<file path="config.mk">
export PLATFORM = sky130hd
export DESIGN_NAME = tpwm_top
export DESIGN_NICKNAME = d
export VERILOG_FILES = /design/src/hw/tpwm_prescaler.v /design/src/hw/tpwm_out_unit.v /design/src/hw/tpwm_top.v
export VERILOG_INCLUDE_DIRS = /design/src /design/src/hw
export SDC_FILE = /design/constraint.sdc
export NUM_CORES = 1
export LEC_CHECK = 0
export ABC_AREA = 1
export BUFFER_PORTS_ARGS = -buffer_cell sky130_fd_sc_hd__buf_2
export CAP_MARGIN = 15
export CORE_MARGIN = 2
export CORE_UTILIZATION = 45
export DETAILED_ROUTE_END_ITERATION = 7
export SKIP_CTS_REPAIR_TIMING = 1
export SYNTH_ARGS = -nofsm -noshare
export SYNTH_HDL_FRONTEND = slang
export SYNTH_SLANG_ARGS = --single-unit
</file>
<file path="constraint.sdc">
create_clock -name clk_sys -period 7.1 [get_ports clk_sys]
set_clock_uncertainty 0.05 [all_clocks]
set_input_delay 1.42 -clock clk_sys [delete_from_list [all_inputs] [get_ports clk_sys]]
set_output_delay 1.42 -clock clk_sys [all_outputs]
set_load 0.02 [all_outputs]
</file>
<file path="src/hw/tpwm_defines.vh">
// Purpose: shared constants of the 8-bit pwm timer
// Assumes: included by every tpwm design file
// Notes:   offsets are word indexes on the plain register port
`ifndef TPWM_DEFINES_VH
`define TPWM_DEFINES_VH

////////////////////////////////////////////////////////////////////////////////
// register offsets
`define TPWM_OFS_CTRL_A   8'h00
`define TPWM_OFS_CTRL_B   8'h01
`define TPWM_OFS_COUNT    8'h02
`define TPWM_OFS_CMP_A    8'h03
`define TPWM_OFS_CMP_B    8'h04
`define TPWM_OFS_FLAGS    8'h05
`define TPWM_OFS_DIR      8'h06
`define TPWM_OFS_PORT     8'h07
`define TPWM_OFS_STATE    8'h08

////////////////////////////////////////////////////////////////////////////////
// field positions
`define TPWM_COM_A_HI     7
`define TPWM_COM_A_LO     6
`define TPWM_COM_B_HI     5
`define TPWM_COM_B_LO     4
`define TPWM_WGM_HI_BIT   3
`define TPWM_CS_HI        2
`define TPWM_CS_LO        0
`define TPWM_FLG_OVF      0
`define TPWM_FLG_MA       1
`define TPWM_FLG_MB       2

////////////////////////////////////////////////////////////////////////////////
// reset values and fixed levels
`define TPWM_RST_BYTE     8'h00
`define TPWM_BOTTOM       8'h00
`define TPWM_MAX          8'hff
`define TPWM_WGM_FAST_FF  3'h3
`define TPWM_WGM_FAST_A   3'h7
`define TPWM_WGM_PC_FF    3'h1
`define TPWM_WGM_PC_A     3'h5

////////////////////////////////////////////////////////////////////////////////
// prescaler terminal counts (divide minus one)
`define TPWM_DIV1_LAST    10'h000
`define TPWM_DIV8_LAST    10'h007
`define TPWM_DIV64_LAST   10'h03f
`define TPWM_DIV256_LAST  10'h0ff
`define TPWM_DIV1024_LAST 10'h3ff

`endif

</file>
<file path="src/hw/tpwm_prescaler.v">
// Purpose: timer tick generator, one clk_sys pulse per prescaled period
// Assumes: sel 0 or 6..7 stops the tick
// Notes:   tick is registered and is used as a clock enable
`include "tpwm_defines.vh"
`timescale 1ns/1ps
`default_nettype none

module tpwm_prescaler (
  input  wire       clk_sys, // system clock
  input  wire       resetn,  // async reset, active low
  input  wire [2:0] sel,     // prescale select
  output reg        tick_ff  // one-cycle timer tick
);

  reg  [9:0] pre_cnt_ff;
  reg  [9:0] last;
  reg        run;

  always @* begin
    run  = 1'b1;
    last = `TPWM_DIV1_LAST;
    case (sel)
      3'h1: last = `TPWM_DIV1_LAST;
      3'h2: last = `TPWM_DIV8_LAST;
      3'h3: last = `TPWM_DIV64_LAST;
      3'h4: last = `TPWM_DIV256_LAST;
      3'h5: last = `TPWM_DIV1024_LAST;
      default: run = 1'b0;
    endcase
  end

  always @(posedge clk_sys or negedge resetn) begin
    if (!resetn) begin
      pre_cnt_ff <= 10'h000;
      tick_ff    <= 1'b0;
    end else begin
      tick_ff <= run && (pre_cnt_ff >= last);
      if (!run || pre_cnt_ff >= last)
        pre_cnt_ff <= 10'h000;
      else
        pre_cnt_ff <= pre_cnt_ff + 10'h001;
    end
  end

endmodule // tpwm_prescaler

`default_nettype wire

</file>
<file path="src/hw/tpwm_out_unit.v">
// Purpose: compare output state of one channel in both pwm modes
// Assumes: enables come from the counter logic on the same clock
// Notes:   oc_ff is the internal output state, not the pin
`include "tpwm_defines.vh"
`timescale 1ns/1ps
`default_nettype none

module tpwm_out_unit (
  input  wire       clk_sys, // system clock
  input  wire       resetn,  // async reset, active low
  input  wire       tick,    // timer tick
  input  wire       blocked, // compare blocked after count write
  input  wire       fast,    // fast pwm mode
  input  wire       pc,      // phase correct mode
  input  wire       up,      // counting up
  input  wire       at_top,  // counter equals top
  input  wire       bottom,  // pc counter steps to bottom this tick
  input  wire [7:0] cnt,     // counter value
  input  wire [7:0] cmp,     // active compare value
  input  wire [7:0] top,     // active top
  input  wire [1:0] com,     // compare output mode
  input  wire       tog_en,  // toggle allowed on this channel
  output wire       match,   // unblocked compare match
  output reg        oc_ff    // output compare state
);

  reg  up_seen_ff;
  reg  nxt_oc;
  wire ign = com[1] && (cmp == top);

  assign match = tick && !blocked && (cnt == cmp);

  always @* begin
    nxt_oc = oc_ff;
    if (fast && tick) begin
      if (match && com[1] && !ign)
        nxt_oc = com[0];
      if (at_top && com[1])
        nxt_oc = ~com[0];
      if (match && com == 2'b01 && tog_en)
        nxt_oc = ~oc_ff;
    end else if (pc && tick) begin
      if (match && com[1] && !ign)
        nxt_oc = up ? com[0] : ~com[0];
      if (at_top && ign)
        nxt_oc = ~com[0];
      if (bottom && com[1] && !ign && !up_seen_ff)
        nxt_oc = com[0];
      if (match && com == 2'b01 && tog_en)
        nxt_oc = ~oc_ff;
    end
  end

  always @(posedge clk_sys or negedge resetn) begin
    if (!resetn) begin
      oc_ff      <= 1'b0;
      up_seen_ff <= 1'b0;
    end else begin
      oc_ff <= nxt_oc;
      if (tick && bottom)
        up_seen_ff <= 1'b0;
      // an ignored match at top is no up-count match
      else if (match && up && !ign)
        up_seen_ff <= 1'b1;
    end
  end

endmodule // tpwm_out_unit

`default_nettype wire

</file>
<file path="src/hw/tpwm_top.v">
// Purpose: 8-bit timer waveform generator, fast and phase correct pwm
// Assumes: register port on clk_sys, strobes one cycle, never together
// Notes:   read data valid in the cycle after the read strobe only
//
// Functional notes
// mode selector 3 or 7 runs single-slope fast pwm
// fast pwm top is 0xff in mode 3, compare a in mode 7
// fast pwm com 2 clears on match sets at bottom; com 3 inverse
// fast counter reaches top then clears to bottom on next tick
// fast pwm sets overflow flag whenever counter reaches top
// com 1 on channel a toggles on match only with mode high bit
// pin driven only when its direction bit selects output
// fixed top 0xff gives a fast period of 256 ticks
// tick prescale selectable as 1, 8, 64, 256 or 1024
// fast compare bottom gives spike, compare max gives constant level
// compare writes double buffered, applied at the update point
// mode selector 1 or 5 runs dual-slope phase correct pwm
// phase correct top is 0xff in mode 1, compare a in mode 5
// phase correct counter counts down from top on the next tick, no hold
// non-inverting clears on up match, sets on down match; inverting opposite
// phase correct sets overflow flag whenever counter reaches bottom
// fixed top 0xff gives a phase correct period of 510 ticks
// phase correct compare bottom holds low, max holds high, inverted opposite
// leaving max forces the up-count result at bottom for symmetry
// a missed up-count match is applied at bottom for symmetry
// fully synchronous, tick acts as clock enable for all actions
// com 0 does nothing on match and leaves pin to port
// a counter write blocks compare matches in the following tick
// compare equal top with com high bit ignores match, acts at boundary
// counter, output states and overflow flag reset to zero
`include "tpwm_defines.vh"
`timescale 1ns/1ps
`default_nettype none

module tpwm_top (
  input  wire       clk_sys,     // system clock, 40 MHz
  input  wire       resetn,      // async reset, active low
  input  wire [7:0] reg_addr,    // register index
  input  wire [7:0] reg_wdata,   // write data
  input  wire       reg_wr,      // write strobe
  input  wire       reg_rd,      // read strobe
  output reg  [7:0] reg_rdata_ff, // read data, cycle after strobe
  output reg        pin_a_out_ff, // compare a pin value
  output reg        pin_a_oe_ff,  // compare a pin output enable
  output reg        pin_b_out_ff, // compare b pin value
  output reg        pin_b_oe_ff   // compare b pin output enable
);

  ////////////////////////////////////////////////////////////////////////////
  // registers

  reg  [7:0] ctrl_a_ff;
  reg  [7:0] ctrl_b_ff;
  reg  [7:0] count_value_ff;
  reg  [7:0] cmp_a_buf_ff;
  reg  [7:0] cmp_b_buf_ff;
  reg  [7:0] compare_value_a_ff;
  reg  [7:0] compare_value_b_ff;

  reg        overflow_flag_ff;
  reg        match_flag_a_ff;
  reg        match_flag_b_ff;

  reg  [1:0] dir_ff;
  reg  [1:0] port_ff;
  reg        up_ff;
  reg        block_ff;

  // next counter state and events of the coming tick
  reg  [7:0] nxt_count;
  reg        nxt_up;
  reg        bottom;
  reg        reach_evt;

  // prescaler tick and unblocked matches of both channels
  wire       timer_tick;
  wire       match_a;
  wire       match_b;
  wire       compare_out_a;
  wire       compare_out_b;

  ////////////////////////////////////////////////////////////////////////////
  // mode decode

  wire [2:0] waveform_mode_sel = {ctrl_b_ff[`TPWM_WGM_HI_BIT], ctrl_a_ff[1:0]};
  wire       waveform_mode_hi_bit = ctrl_b_ff[`TPWM_WGM_HI_BIT];
  wire [1:0] compare_out_mode_a = ctrl_a_ff[`TPWM_COM_A_HI:`TPWM_COM_A_LO];
  wire [1:0] compare_out_mode_b = ctrl_a_ff[`TPWM_COM_B_HI:`TPWM_COM_B_LO];

  // other mode values only count up, no compare output action
  wire fast = (waveform_mode_sel == `TPWM_WGM_FAST_FF) ||
              (waveform_mode_sel == `TPWM_WGM_FAST_A);
  wire pc   = (waveform_mode_sel == `TPWM_WGM_PC_FF) ||
              (waveform_mode_sel == `TPWM_WGM_PC_A);
  wire pwm  = fast || pc;

  // top from compare a whenever the mode high bit is set, otherwise the fixed max
  wire [7:0] top = waveform_mode_hi_bit ? compare_value_a_ff
                                        : `TPWM_MAX;
  wire at_top = (count_value_ff == top);

  // count write beats a tick in the same cycle and arms the blocker
  wire wr_count = reg_wr && (reg_addr == `TPWM_OFS_COUNT);

  ////////////////////////////////////////////////////////////////////////////
  // prescaler

  // tick is registered, so a new prescale acts a cycle later
  tpwm_prescaler u_pre (
    .clk_sys (clk_sys),
    .resetn  (resetn),
    .sel     (ctrl_b_ff[`TPWM_CS_HI:`TPWM_CS_LO]),
    .tick_ff (timer_tick)
  );

  ////////////////////////////////////////////////////////////////////////////
  // counter sequence

  // fast wraps at top; phase correct turns at top and bottom without a hold
  always @* begin
    nxt_count = count_value_ff;
    nxt_up    = up_ff;
    bottom    = 1'b0;
    reach_evt = 1'b0;
    if (fast) begin
      nxt_up = 1'b1;
      if (at_top)
        nxt_count = `TPWM_BOTTOM;
      else
        nxt_count = count_value_ff + 8'h01;
      reach_evt = (nxt_count == top);
    end else if (pc) begin
      if (up_ff) begin
        if (at_top) begin
          nxt_up    = 1'b0;
          nxt_count = count_value_ff - 8'h01;
        end else begin
          nxt_count = count_value_ff + 8'h01;
        end
      end else begin
        if (count_value_ff == `TPWM_BOTTOM) begin
          nxt_up    = 1'b1;
          nxt_count = count_value_ff + 8'h01;
        end else begin
          nxt_count = count_value_ff - 8'h01;
          if (nxt_count == `TPWM_BOTTOM) begin
            nxt_up = 1'b1;
            bottom = 1'b1;
          end
        end
      end
      reach_evt = bottom;
    end else begin
      nxt_up    = 1'b1;
      nxt_count = count_value_ff + 8'h01;
      reach_evt = (nxt_count == `TPWM_BOTTOM);
    end
  end

  always @(posedge clk_sys or negedge resetn) begin
    if (!resetn) begin
      count_value_ff <= `TPWM_RST_BYTE;
      up_ff          <= 1'b1;
      block_ff       <= 1'b0;
    end else begin
      if (wr_count) begin
        count_value_ff <= reg_wdata;
        block_ff       <= 1'b1;
      end else if (timer_tick) begin
        count_value_ff <= nxt_count;
        up_ff          <= nxt_up;
        block_ff       <= 1'b0;
      end
    end
  end

  ////////////////////////////////////////////////////////////////////////////
  // compare double buffering

  // fast mode loads at the wrap to bottom, phase correct at top
  wire load_fast = fast && at_top;
  wire load_pc   = pc && up_ff && at_top;

  // outside pwm the buffers pass straight through
  always @(posedge clk_sys or negedge resetn) begin
    if (!resetn) begin
      compare_value_a_ff <= `TPWM_RST_BYTE;
      compare_value_b_ff <= `TPWM_RST_BYTE;
    end else if (!pwm || (timer_tick && (load_fast || load_pc))) begin
      compare_value_a_ff <= cmp_a_buf_ff;
      compare_value_b_ff <= cmp_b_buf_ff;
    end
  end

  ////////////////////////////////////////////////////////////////////////////
  // compare output units

  // channel a toggles on com 1 only with the mode high bit
  tpwm_out_unit u_out_a (
    .clk_sys (clk_sys),
    .resetn  (resetn),
    .tick    (timer_tick),
    .blocked (block_ff),
    .fast    (fast),
    .pc      (pc),
    .up      (up_ff),
    .at_top  (at_top),
    .bottom  (bottom),
    .cnt     (count_value_ff),
    .cmp     (compare_value_a_ff),
    .top     (top),
    .com     (compare_out_mode_a),
    .tog_en  (waveform_mode_hi_bit),
    .match   (match_a),
    .oc_ff   (compare_out_a)
  );

  // channel b never toggles
  tpwm_out_unit u_out_b (
    .clk_sys (clk_sys),
    .resetn  (resetn),
    .tick    (timer_tick),
    .blocked (block_ff),
    .fast    (fast),
    .pc      (pc),
    .up      (up_ff),
    .at_top  (at_top),
    .bottom  (bottom),
    .cnt     (count_value_ff),
    .cmp     (compare_value_b_ff),
    .top     (top),
    .com     (compare_out_mode_b),
    .tog_en  (1'b0),
    .match   (match_b),
    .oc_ff   (compare_out_b)
  );

  ////////////////////////////////////////////////////////////////////////////
  // pin override

  // com 1 on channel a is only connected with the mode high bit in pwm
  wire conn_a = compare_out_mode_a[1] ||
                (compare_out_mode_a[0] && (waveform_mode_hi_bit || !pwm));

  wire conn_b = compare_out_mode_b[1] || (compare_out_mode_b[0] && !pwm);

  // every pin output leaves a flip-flop
  always @(posedge clk_sys or negedge resetn) begin
    if (!resetn) begin
      pin_a_out_ff <= 1'b0;
      pin_a_oe_ff  <= 1'b0;
      pin_b_out_ff <= 1'b0;
      pin_b_oe_ff  <= 1'b0;
    end else begin
      pin_a_out_ff <= conn_a ? compare_out_a : port_ff[0];
      pin_b_out_ff <= conn_b ? compare_out_b : port_ff[1];
      pin_a_oe_ff  <= dir_ff[0];
      pin_b_oe_ff  <= dir_ff[1];
    end
  end

  ////////////////////////////////////////////////////////////////////////////
  // flags, set wins over a write-one clear

  // flags ignore the tick that a count write overrides
  wire wr_flags = reg_wr && (reg_addr == `TPWM_OFS_FLAGS);

  always @(posedge clk_sys or negedge resetn) begin
    if (!resetn) begin
      overflow_flag_ff <= 1'b0;
      match_flag_a_ff  <= 1'b0;
      match_flag_b_ff  <= 1'b0;
    end else begin
      if (timer_tick && reach_evt && !wr_count)
        overflow_flag_ff <= 1'b1;
      else if (wr_flags && reg_wdata[`TPWM_FLG_OVF])
        overflow_flag_ff <= 1'b0;

      if (match_a && !wr_count)
        match_flag_a_ff <= 1'b1;
      else if (wr_flags && reg_wdata[`TPWM_FLG_MA])
        match_flag_a_ff <= 1'b0;

      if (match_b && !wr_count)
        match_flag_b_ff <= 1'b1;
      else if (wr_flags && reg_wdata[`TPWM_FLG_MB])
        match_flag_b_ff <= 1'b0;
    end
  end

  ////////////////////////////////////////////////////////////////////////////
  // register writes

  // reserved control bits are stored as zero and read back as zero
  always @(posedge clk_sys or negedge resetn) begin
    if (!resetn) begin
      ctrl_a_ff    <= `TPWM_RST_BYTE;
      ctrl_b_ff    <= `TPWM_RST_BYTE;
      cmp_a_buf_ff <= `TPWM_RST_BYTE;
      cmp_b_buf_ff <= `TPWM_RST_BYTE;
      dir_ff       <= 2'b00;
      port_ff      <= 2'b00;
    end else if (reg_wr) begin
      case (reg_addr)
        `TPWM_OFS_CTRL_A: ctrl_a_ff    <= reg_wdata & 8'hf3;
        `TPWM_OFS_CTRL_B: ctrl_b_ff    <= reg_wdata & 8'h0f;
        `TPWM_OFS_CMP_A:  cmp_a_buf_ff <= reg_wdata;
        `TPWM_OFS_CMP_B:  cmp_b_buf_ff <= reg_wdata;
        `TPWM_OFS_DIR:    dir_ff       <= reg_wdata[1:0];
        `TPWM_OFS_PORT:   port_ff      <= reg_wdata[1:0];
        default: ;
      endcase
    end
  end

  ////////////////////////////////////////////////////////////////////////////
  // register reads

  // read data return to zero outside the answer cycle
  always @(posedge clk_sys or negedge resetn) begin
    if (!resetn) begin
      reg_rdata_ff <= 8'h00;
    end else if (reg_rd) begin
      case (reg_addr)
        `TPWM_OFS_CTRL_A: reg_rdata_ff <= ctrl_a_ff;
        `TPWM_OFS_CTRL_B: reg_rdata_ff <= ctrl_b_ff;
        `TPWM_OFS_COUNT:  reg_rdata_ff <= count_value_ff;
        `TPWM_OFS_CMP_A:  reg_rdata_ff <= cmp_a_buf_ff;
        `TPWM_OFS_CMP_B:  reg_rdata_ff <= cmp_b_buf_ff;
        `TPWM_OFS_FLAGS:  reg_rdata_ff <= {5'h00, match_flag_b_ff,
                                           match_flag_a_ff, overflow_flag_ff};
        `TPWM_OFS_DIR:    reg_rdata_ff <= {6'h00, dir_ff};
        `TPWM_OFS_PORT:   reg_rdata_ff <= {6'h00, port_ff};
        `TPWM_OFS_STATE:  reg_rdata_ff <= {5'h00, up_ff,
                                           compare_out_b, compare_out_a};
        default:          reg_rdata_ff <= 8'h00;
      endcase
    end else begin
      reg_rdata_ff <= 8'h00;
    end
  end

endmodule // tpwm_top

`default_nettype wire

</file>
* Word-level counts from Yosys, hierarchy flattened *
Index checks and enable logic that the tools add are counted.

word-level totals
  register bits after elaboration = 86
  output and inout port bits = 12

cells by class
  $add $sub $neg = 3
  $lt $le $gt $ge = 1
  equal/unequal tests = 26
  mux-type cells = 59
  bitwise operators = 4
  reduce and logical (&&, ||, !) cells = 84

operator list
  kind                     number
  $mux W8                  11
  $pmux W8 S9              1
  $eq A8 B8 Y1             6
  $mux W1                  45
  $logic_and A1 B1 Y1      44
  $pmux W10 S4             1
  $eq A8 B3 Y1 const B     4
  $logic_not A8 Y1         4
  $eq A8 B2 Y1 const B     2
  $reduce_and A2 Y1        7
  $reduce_bool A2 Y1       7
  $eq A3 B3 Y1 const B     4
  $add A10 B1 Y10 const B  1
  $ge A10 B10 Y1           1
  $mux W10                 1
  $eq A3 B2 Y1 const B     3
  $logic_or A1 B1 Y1       9
  $add A8 B1 Y8 const B    1
  $eq A8 B1 Y1 const B     1
  $eq A8 B4 Y1 const B     1
  $logic_not A1 Y1         8
  $sub A8 B1 Y8 const B    1
  $eq A3 B1 Y1 const B     2
  $reduce_and A3 Y1        2
  other kinds (7)          10

* Depth between registers and ports, before layout *
Gate-level depths: netlist of run 1.

  word-level depth = 14
  depth in mapped cells = 18
  depth with buffers taken out = 18

* Cells and area by module *
Synthesis of run 1 repeated with hierarchy kept, for this count alone.

unflattened totals
  cell total of the unflattened synthesis = 885
  area, all modules = 5973.2 um2

by module, submodules not included
  module          times used  cells an instance  area each (um2)
  tpwm_top        1           533                3971.3
  tpwm_out_unit   2           126                601.8
  tpwm_prescaler  1           100                798.3

* Least setup slack after synthesis of run 1 *
Ideal clock, no wire load.

  path type = input-to-reg
  start point = in reg_addr[3]
  end point = reg cmp_a_buf_ff[6]
  library setup time = 0.131 ns
  data arrival time = 2.529 ns
  path slack = 4.390 ns
  stages on the path = 8
  path buffers = 1
  cell sequence = or2_1 > nor2_1 > inv_1 > nor2_2 > nand2_1 > clkbuf_1 > nand2_1 > o21ai_0

between the ends
  word-level cells in the longest chain between the ends = 2

RTL lines
  item                                RTL line        RTL
  from (decl)                         tpwm_top.v:38   input wire [7:0] reg_addr,
  $eq A8 B2 Y1                        tpwm_top.v:304  case (reg_addr)
  $reduce_and A2 Y1 (no source line)  -
  to (signal assigned)                tpwm_top.v:299  cmp_a_buf_ff <= `TPWM_RST_BYTE;
  to (signal assigned)                tpwm_top.v:307  `TPWM_OFS_CMP_A: cmp_a_buf_ff <= reg_wdata;
  to (decl)                           tpwm_top.v:55   reg [7:0] cmp_a_buf_ff;

Every way passes these cells.
A chain may end at the register's enable or synchronous reset.

* Final worst setup path of run 1 *
  start point = reg ctrl_b_ff[3]
  end point = reg compare_value_b_ff[4]

between the ends
  word-level cells in the longest chain between the ends = 7

RTL lines
  item                                                             RTL line        RTL
  from (decl)                                                      tpwm_top.v:53   reg [7:0] ctrl_b_ff;
  from (signal assigned)                                           tpwm_top.v:298  ctrl_b_ff <= `TPWM_RST_BYTE;
  from (signal assigned)                                           tpwm_top.v:306  `TPWM_OFS_CTRL_B: ctrl_b_ff <= reg_wdata & 8'h0f;
  parallel branches: the longest is 6 deep, another holds $mux W8  -
  $logic_or A1 B1 Y1 *                                             tpwm_top.v:189  end else if (!pwm || (timer_tick && (load_fast || load_pc))) begin
  to (signal assigned)                                             tpwm_top.v:188  compare_value_b_ff <= `TPWM_RST_BYTE;
  to (signal assigned)                                             tpwm_top.v:191  compare_value_b_ff <= cmp_b_buf_ff;
  to (decl)                                                        tpwm_top.v:58   reg [7:0] compare_value_b_ff;

Every way passes the cells marked *.

==> results.toml, run 1 <==
[detailed_routing]
finalWirelength_mm = 17.8
ant_nets = 0
drt-initial-drc-count = 647
viasPerCell = 5.49
via_count = 5586
drt_pass1_iterations = 5
drcViolationCount = 0
post_drt_wl_per_cell_microns = 17.5

[setup_path]
r2r_start = "ctrl_b_ff[3]"
r2r-end = "compare_value_b_ff[4]"
critPathLaunchType = "flop"
end_kind = "flop"
regToRegSetupSlack_ns = 3.76
path_class = "reg2reg"
crit_arrival_ns = 3.53
crit_path_start = "ctrl_b_ff[3]"
crit_required_ns = 7.28
r2r_cells = 13
cp_max_fo = 31

[final_layout]
areaGrowthSynthToFinish_pct = 9.84
layout-drive-gt1-share_pct = 8.28
final_common_cell = "nand2_1"
fin_area_sq_um = 6230
antenna_cells = 0
final_cell_mix = "253 x nand2_1, 94 x inv_1, 85 x dfrtp_1, 81 x nor2_1, 79 x o21ai_0"
nets = 876

[clocking]
clk_pin_slew_worst_paths_ns = 0.07
worstSkewPairLatency_ns = 0.34
cts_buffers = 9
clkSinkCount = 86
cts_tree = "yes"
cts_root_buf = "clkbuf_16"
htreeDepth = 3
clockBufferDepth = 2

[die]
pin_count = 32
fp.dieH_microns = 116
fp-row-count = 41
die_width_microns = 116
coreArea_sq_um = 12500
start_util_pct = 45.5
die_area_sq_um = 13500

[grt]
grt.overflow.total = 0
track_usage_pct = 27.8
antenna_found_initial = 0
grt_max_degree = 81
grt_pass1_vias = 5152
grt_pass1_wl_mm = 28.2

[logic_synthesis]
syn_area_per_cell_sq_um = 6.93
ys_seq_area_share_pct = 38.0
synthDistinctLibCells = 46
synth-edff-count = 0
synthCells = 819
synth_area_sq_um = 5670
yosys_register_bits = 86
synth.yosys.warnings = 0
synth-async-reset-ratio_pct = 100
syn-num-nets = 855
synth_ff_type = "dfrtp_1"

[pwr]
ir_drop_mv = 0.184
leakage_nw = 3.03
powerDensity_nw_per_um2 = 278

[timing]
whs_ns = 0.365
rsz0062_at_grt = "no"
setup_viol = 0
fmax_mhz = 299
maxSlewViolCount = 0
worst_pin_slew_ns = 1.08
setup_tns_ns = 0
hold_viol = 0
layout_min_cycle_time_ns = 3.34
fin_crit_sh_pct = 47.1
maxSlewHeadroom_pct = 27.3

[hold_path]
hold-path-endpoint = "pin_b_oe_ff"
hold_depth = 0
min_path_type = "reg2reg"
hold_start = "dir_ff[1]"

[placement]
dpl_cell_area_sq_um = 5920
gp_congestion = 1.02
port_buffers = 31
dp_hpwl_mm = 13.8

[run]
maxCapViolCount = 0

[status]
status = "complete, no violations"
## worst max path at each step
stage                                       end  slack [ns]  depth (start not counted)
after floorplan                 cmp_a_buf_ff[6]        4.39                          8
after global placement          cmp_b_buf_ff[3]        3.82                          6
after detailed placement  compare_value_b_ff[4]        3.84                         13
after CTS                 compare_value_b_ff[4]        3.84                         13
after global routing      compare_value_b_ff[4]        3.54                         13
final                     compare_value_b_ff[4]        3.76                         13
## Yosys cell counts, types with 7 or more instances
master      n  area (sq um)
xor2_1     13           114
nor2_1     81           304
o21ai_0    79           395
ha_1       16           200
inv_1      94           353
buf_2       9          45.0
clkbuf_1    7          26.3
dfrtp_1    85          2130
nand2_1   253           950
nand3_1    52           260
nor3_1     13          65.1
nand4_1     8          50.1
a21oi_1    23           115
a221oi_1    7          61.3
## registers in the layout, summed over array words and instances (netlist names), 2 cells and up
register and flops:
compare_value_b_ff 8, port_ff 2, cmp_b_buf_ff 8, ctrl_b_ff 4, count_value_ff 8, reg_rdata_ff 8
ctrl_a_ff 6, cmp_a_buf_ff 8, u_pre.pre_cnt_ff 10, compare_value_a_ff 8, dir_ff 2
## cell type report
class,count,area (sq um)
Sequential cell,86,2150
Multi-Input combinational cell,615,3030
Fill cell,1286,6240
Timing Repair Buffer,32,165
Clock buffer,10,239
Tap cell,172,215
Inverter,96,360
Clock inverter,6,70.1
## cell families after synthesis
kind of cell | after synthesis | share of synthesized area, %
AND/OR/NAND/NOR | 436 | 32.5
AO/OA/AOI/OAI | 143 | 14.3
buffers and inverters | 118 | 8.67
flip-flops | 86 | 38.0
XOR/XNOR | 19 | 2.93
adder cells (fa/ha/maj) | 16 | 3.53
multiplexers | 1 | 0.199
## power breakdown
group	internal (W)	leakage, nW	switching (W)
clock network	0.000284	0.141	0.000206
logic	0.000189	1.72	0.000385
registers	0.000541	1.17	0.000124
## per-stage QoR
| stage | power, W | utilization (%) | worst slack [ns] | cells |
|---|---|---|---|---|
| 6_report | 0.00173 | 50.0 | 3.76 | 1017 |
| 5_1_grt | 0.00183 | 50.0 | 3.54 | 1017 |
| 4_1_cts | 0.00172 | 50.0 | 3.84 | 1017 |
| 3_5_place_dp | 0.00123 | 47.5 | 3.84 | 1001 |
| 3_3_place_gp | 0.00124 | 47.5 | 3.82 | 1001 |
| 2_1_floorplan | 0.00105 | - | 4.39 | 819 |
## per-layer routing
layer  share of wire [%]  track usage, %  up-vias
li1                    -               -     2698
met1                  45            38.8     2660
met2                  46            42.9      181
met3                 6.0            4.36       47
met4                 3.7            12.1        0
met5                   0               0        -
## critical path: stages, from the launching register on
cell     delay [ns]
dfrtp_1        0.92
inv_2          0.20
nor2_1         0.20
nand2_1        0.07
nand2_1        0.06
nand2_1        0.05
inv_1          0.06
nand2_2        0.07
inv_1          0.09
nand2_4        0.13
a21oi_1        0.19
nand2_1        0.08
nand2_1        0.63
mux2_2         0.41
No activity file was read; power rests on OpenSTA's default activity.
==> run 2, diff against run 1 <==
- clock period: 7.1 -> 2.9 ns (I/O delays scaled with it)
==> results.toml, run 2 (synthesized netlist as in run 1, its figures left out) <==
[status]
status = "complete, no violations"

[pwr]
p_total_w = 0.00432
powerDensity_nw_per_um2 = 681
internal-power_w = 0.00253
leakage_nw = 3.12
p_seq_share_pct = 36.0
power_switching_w = 0.00179
power_frac_comb_pct = 36.2
ir_drop_mv = 0.422
p_clk_share_pct = 27.9
swShare_pct = 41.4

[final_layout]
fin_cells = 1031
antenna_cells = 0
areaGrowthSynthToFinish_pct = 11.8
fillers = 1285
fin_area_sq_um = 6340
nets = 890
final_cell_mix = "253 x nand2_1, 94 x inv_1, 85 x dfrtp_1, 81 x nor2_1, 79 x o21ai_0"
final_common_cell = "nand2_1"
largest-register = "u_pre.pre_cnt_ff"
largest_reg_flops = 10
layout-drive-gt1-share_pct = 9.66

[timing]
maxSlewHeadroom_pct = 64.7
setup_viol = 0
setup_tns_ns = 0
layout_min_cycle_time_ns = 2.53
worst_pin_slew_ns = 0.529
maxSlewViolCount = 0
hold_viol = 0
rsz0062_at_grt = "no"
fmax_mhz = 396
fin_crit_sh_pct = 87.2

[detailed_routing]
drt-initial-drc-count = 597
via_count = 5708
dr_wl_met2_mm = 8.38
drt-met1-wl_mm = 8.15
ant_nets = 0
highest_layer = "met4"
post_drt_wl_per_cell_microns = 17.9
finalWirelength_mm = 18.5
wl_met3_mm = 1.10
viasPerCell = 5.54
drcViolationCount = 0
drt_pass1_iterations = 5

[placement]
dpl_cell_area_sq_um = 6040
dp_hpwl_mm = 14.3
dp.cells = 1015
port_buffers = 31
gp_congestion = 0.971

[run]
maxCapViolCount = 0

[clocking]
htreeDepth = 3
cts_buffers = 9
clkSinkCount = 86
worstSkewPairLatency_ns = 0.35
clockBufferDepth = 2
clk_pin_slew_worst_paths_ns = 0.07
cts_tree = "yes"
cts_root_buf = "clkbuf_16"

[setup_path]
crit_slowest_cell = "dfrtp_1"
crit_required_ns = 3.07
critPathLaunchType = "flop"
path_class = "reg2reg"
cp_max_fo = 30
end_kind = "flop"
critPathBufInv = 3
slowest_delay_ns = 0.63
crit_arrival_ns = 2.70
path_delay_family = "simple AND/OR/NAND/NOR gates"
cpMostUsedCell = "nand2_1"
path_cells = "buf_4, nand2_2, nand2_1, nand2_1, nor2_1, nand2_2, inv_1, nand2_4, a21oi_1, nand2_1, nand2_1, buf_4, o21ai_0"

[die]
die_area_sq_um = 13500
die_width_microns = 116
coreArea_sq_um = 12500
start_util_pct = 45.5
fp.dieH_microns = 116
pin_count = 32
fp-row-count = 41

[grt]
grt.overflow.total = 0
track_usage_pct = 29.0
grt_pass1_vias = 5446
grt_max_degree = 51
antenna_found_initial = 0
grt_pass1_wl_mm = 29.5

[hold_path]
min_path_type = "in2async"
[run 2: cell types whose count changed in the layout (fill, tap and decap cells not counted), sizes merged]
cell / previous run / this run
buf: 32 / 46
clkbuf: 10 / 11
clkinvlp: 3 / 0
clkinv: 1 / 3
[run 2: area by class of cell]
class                           instances  area, sq um  area share [%]
Multi-Input combinational cell        615         3030            47.7
Timing Repair Buffer                   46          283            4.46
Inverter                               96          360            5.68
Sequential cell                        86         2150            34.0
Clock buffer                           11          243            3.83
Clock inverter                          5         57.6           0.908
Tap cell                              172          215            3.40
[run 2: per-stage QoR]
step | hold slack [ns] | setup WS [ns] | utilization, %
floorplan | 0.234 | 0.591 | -
global placement | 0.346 | 0.398 | 48.4
detailed placement | 0.345 | 0.371 | 48.4
CTS | 0.155 | 0.352 | 50.8
global route | 0.179 | 0.106 | 50.8
finish | 0.141 | 0.372 | 50.8
[run 2: final timing paths]
check,start,cells after the start,endpoint,slack [ns]
min in group clk_sys,dir_ff[1],0,pin_b_oe_ff,0.36
worst min-delay path,resetn,1,cmp_a_buf_ff[7],0.14
worst max-delay path,ctrl_b_ff[3],13,compare_value_a_ff[7],0.37
worst max register to register,ctrl_b_ff[3],13,compare_value_a_ff[7],0.37
max in group asynchronous,resetn,2,up_ff,1.97
worst min register to register,dir_ff[1],0,pin_b_oe_ff,0.36
[run 2: routing by layer]
| layer | track usage [%] | vias to the layer above |
|---|---|---|
| met5 | 0 | - |
| met2 | 43.9 | 219 |
| met4 | 14.0 | 0 |
| met1 | 40.6 | 2701 |
| met3 | 4.51 | 64 |
| li1 | - | 2724 |
[run 2: power by group through the flow]
stage / Sequential, W / Clock [W] / Combinational [W]
5_1_grt: 0.00157 / 0.00127 / 0.00176
4_1_cts: 0.00154 / 0.00122 / 0.00153
2_1_floorplan: 0.00143 / 0 / 0.00113
6_report: 0.00155 / 0.00120 / 0.00156
3_3_place_gp: 0.00157 / 0 / 0.00152
3_5_place_dp: 0.00157 / 0 / 0.00152
[run 2: worst register-to-register path, stage by stage (launching register included)]
cell and delay (ns):
dfrtp_1 0.63, buf_4 0.29, nand2_2 0.10, nand2_1 0.07, nand2_1 0.05, nor2_1 0.14
nand2_2 0.09, inv_1 0.10, nand2_4 0.14, a21oi_1 0.16, nand2_1 0.08, nand2_1 0.09
buf_4 0.27, o21ai_0 0.13
==> run 3, diff against run 2 <==
- ABC_AREA: 1 -> 0
==> results.toml, run 3 <==
[grt]
antenna_found_initial = 0
grt_pass1_vias = 4734
grt.overflow.total = 0
grt_pass1_wl_mm = 27.3
track_usage_pct = 27.2
grt_max_degree = 55

[timing]
fin_crit_sh_pct = 96.2
worst_pin_slew_ns = 0.811
fmax_mhz = 358
rsz0062_at_grt = "no"
layout_min_cycle_time_ns = 2.79
setup_viol = 0
worst_slack_ns = 0.110
maxSlewViolCount = 0
hold_viol = 0
whs_ns = 0.128
maxSlewHeadroom_pct = 45.7

[detailed_routing]
dr_wl_met2_mm = 7.91
via_count = 4918
finalWirelength_mm = 17.1
highest_layer = "met4"
ant_nets = 0
viasPerCell = 6.08
drt_pass1_iterations = 6
drt-met1-wl_mm = 7.69
wl_met3_mm = 1.10
drt-initial-drc-count = 498
drcViolationCount = 0
post_drt_wl_per_cell_microns = 21.1

[run]
maxCapViolCount = 0

[logic_synthesis]
synthCells = 599
yosysMostFrequentCell = "dfrtp_1"
synthSimpleGateAreaFrac_pct = 18.1
synth-edff-count = 0
synth_xor_area_share_pct = 5.77
synth_compound_gate_area_share_pct = 19.9
syn_area_per_cell_sq_um = 9.38
yosys_register_bits = 86
muxShareOfSynthArea_pct = 9.46
synth_area_sq_um = 5620
synth-async-reset-ratio_pct = 100
synthAdderAreaFrac_pct = 3.56
synthDistinctLibCells = 74
synth_ff_type = "dfrtp_1"
ys_seq_area_share_pct = 38.3
synth.yosys.warnings = 0
synth_top_cell_area_share_pct = 37.9
yosys-top-cells-count = "85 x dfrtp_1, 45 x mux2_2, 43 x nand2_1, 43 x nor2_1, 36 x a21oi_1"
synth_top_family_by_area = "compound AO/OA/AOI/OAI gates"
synth.area.top_cells = "dfrtp_1 38%, mux2_2 9.0%, ha_1 3.6%"
synth_largest_area_cell = "dfrtp_1"
syn-num-nets = 635

[final_layout]
final_common_cell = "dfrtp_1"
areaGrowthSynthToFinish_pct = 13.2
largest_reg_flops = 10
nets = 672
largest-register = "u_pre.pre_cnt_ff"
final_cell_mix = "84 x dfrtp_1, 45 x mux2_2, 43 x nand2_1, 43 x nor2_1, 36 x a21oi_1"
layout-drive-gt1-share_pct = 21.5
fillers = 1137
fin_area_sq_um = 6360
antenna_cells = 0

[die]
start_util_pct = 46.4
die_width_microns = 116
coreArea_sq_um = 12100
fp-row-count = 40
pin_count = 32
fp.dieH_microns = 116
die_area_sq_um = 13400

[placement]
dp_slack_ns = -0.0614
dpl_cell_area_sq_um = 6050
gp_congestion = 0.983
dp_hpwl_mm = 12.8
port_buffers = 31

[setup_path]
cp_max_fo = 10
path_cells = "xnor2_1, o211ai_1, a2111oi_4, o21a_1, nand2_1, a22o_1, o311ai_0, a31oi_1"
critPathLaunchType = "flop"
path_delay_family = "compound AO/OA/AOI/OAI gates"
path_class = "reg2reg"
end_kind = "flop"
crit_required_ns = 3.04
crit_arrival_ns = 2.93
slowest_delay_ns = 0.48
crit_slowest_cell = "a2111oi_4"
critPathBufInv = 0

[clocking]
htreeDepth = 3
clk_pin_slew_worst_paths_ns = 0.07
worstSkewPairLatency_ns = 0.35
cts_tree = "yes"
clkSinkCount = 86
cts_root_buf = "clkbuf_16"
clockBufferDepth = 2
cts_buffers = 9

[hold_path]
min_path_type = "in2async"

[pwr]
powerDensity_nw_per_um2 = 656
ir_drop_mv = 0.448
leakage_nw = 2.82

[status]
status = "complete, no violations"
==> run 3: changes by cell type in the layout (fill, tap and decap cells not counted), sizes merged, moves of 14 or more <==
cell | before | now
o21ai | 87 | 40
nand2 | 261 | 43
nor2b | 0 | 14
a22oi | 2 | 20
nor2 | 85 | 43
mux2 | 1 | 46
inv | 97 | 25
buf | 46 | 63
nand3 | 52 | 21
==> run 3: stage by stage <==
stage               setup TNS [ns]  total power [W]  utilization (%)  instances
finish                           0          0.00417             52.5        809
global route                     0          0.00438             52.5        809
CTS                        -0.0562          0.00416             52.4        809
detailed placement         -0.0614          0.00297             50.0        793
global placement           -0.0254          0.00297             50.0        793
floorplan                        0          0.00250                -        599
==> run 3: kinds of logic (layout without fill, tap and decap cells) <==
logic type / count (synthesis) / count (layout)
AND/OR/NAND/NOR: 190 / 190
AO/OA/AOI/OAI: 166 / 166
flip-flops: 86 / 86
buffers and inverters: 57 / 99
multiplexers: 47 / 47
XOR/XNOR: 37 / 37
adder cells (fa/ha/maj): 16 / 16
==> run 3: final cells by class <==
type	count	area (sq um)	share of cell area (%)
Multi-Input combinational cell	456	3200	50.3
Sequential cell	86	2150	33.9
Timing Repair Buffer	63	423	6.65
Clock buffer	9	225	3.54
Tap cell	168	210	3.30
Inverter	20	75.1	1.18
Clock inverter	7	72.6	1.14
==> run 3: where the power goes <==
part / switching, W / leakage (nW) / internal, W / total, W
sequential: 0.000174 / 1.16 / 0.00130 / 0.00148
combinational: 0.000935 / 1.52 / 0.000588 / 0.00152
clock: 0.000559 / 0.144 / 0.000610 / 0.00117
total: 0.00167 / 2.82 / 0.00250 / 0.00417
==> run 3: routing by layer <==
layer | global-route usage [%] | vias to the layer above
met5 | 0 | -
met4 | 8.73 | 0
met3 | 6.43 | 27
met2 | 41.2 | 170
met1 | 38.7 | 2463
li1 | - | 2258
==> run 3: final timing paths <==
path / start / endpoint / slack (ns) / cells past startpoint
worst min-delay path: resetn / count_value_ff[4] / 0.13 / 1
worst max register to register: count_value_ff[1] / count_value_ff[3] / 0.11 / 8
worst max-delay path: count_value_ff[1] / count_value_ff[3] / 0.11 / 8
worst min register to register: dir_ff[0] / pin_a_oe_ff / 0.36 / 0
min in group clk_sys: dir_ff[0] / pin_a_oe_ff / 0.36 / 0
max in group asynchronous: resetn / ctrl_b_ff[3] / 1.98 / 2
==> run 3: worst register-to-register path, cell delays in order (launching register included) <==
cell,delay (ns)
dfrtp_1,0.46
xnor2_1,0.26
o211ai_1,0.17
a2111oi_4,0.48
o21a_1,0.46
nand2_1,0.13
a22o_1,0.22
o311ai_0,0.17
a31oi_1,0.22
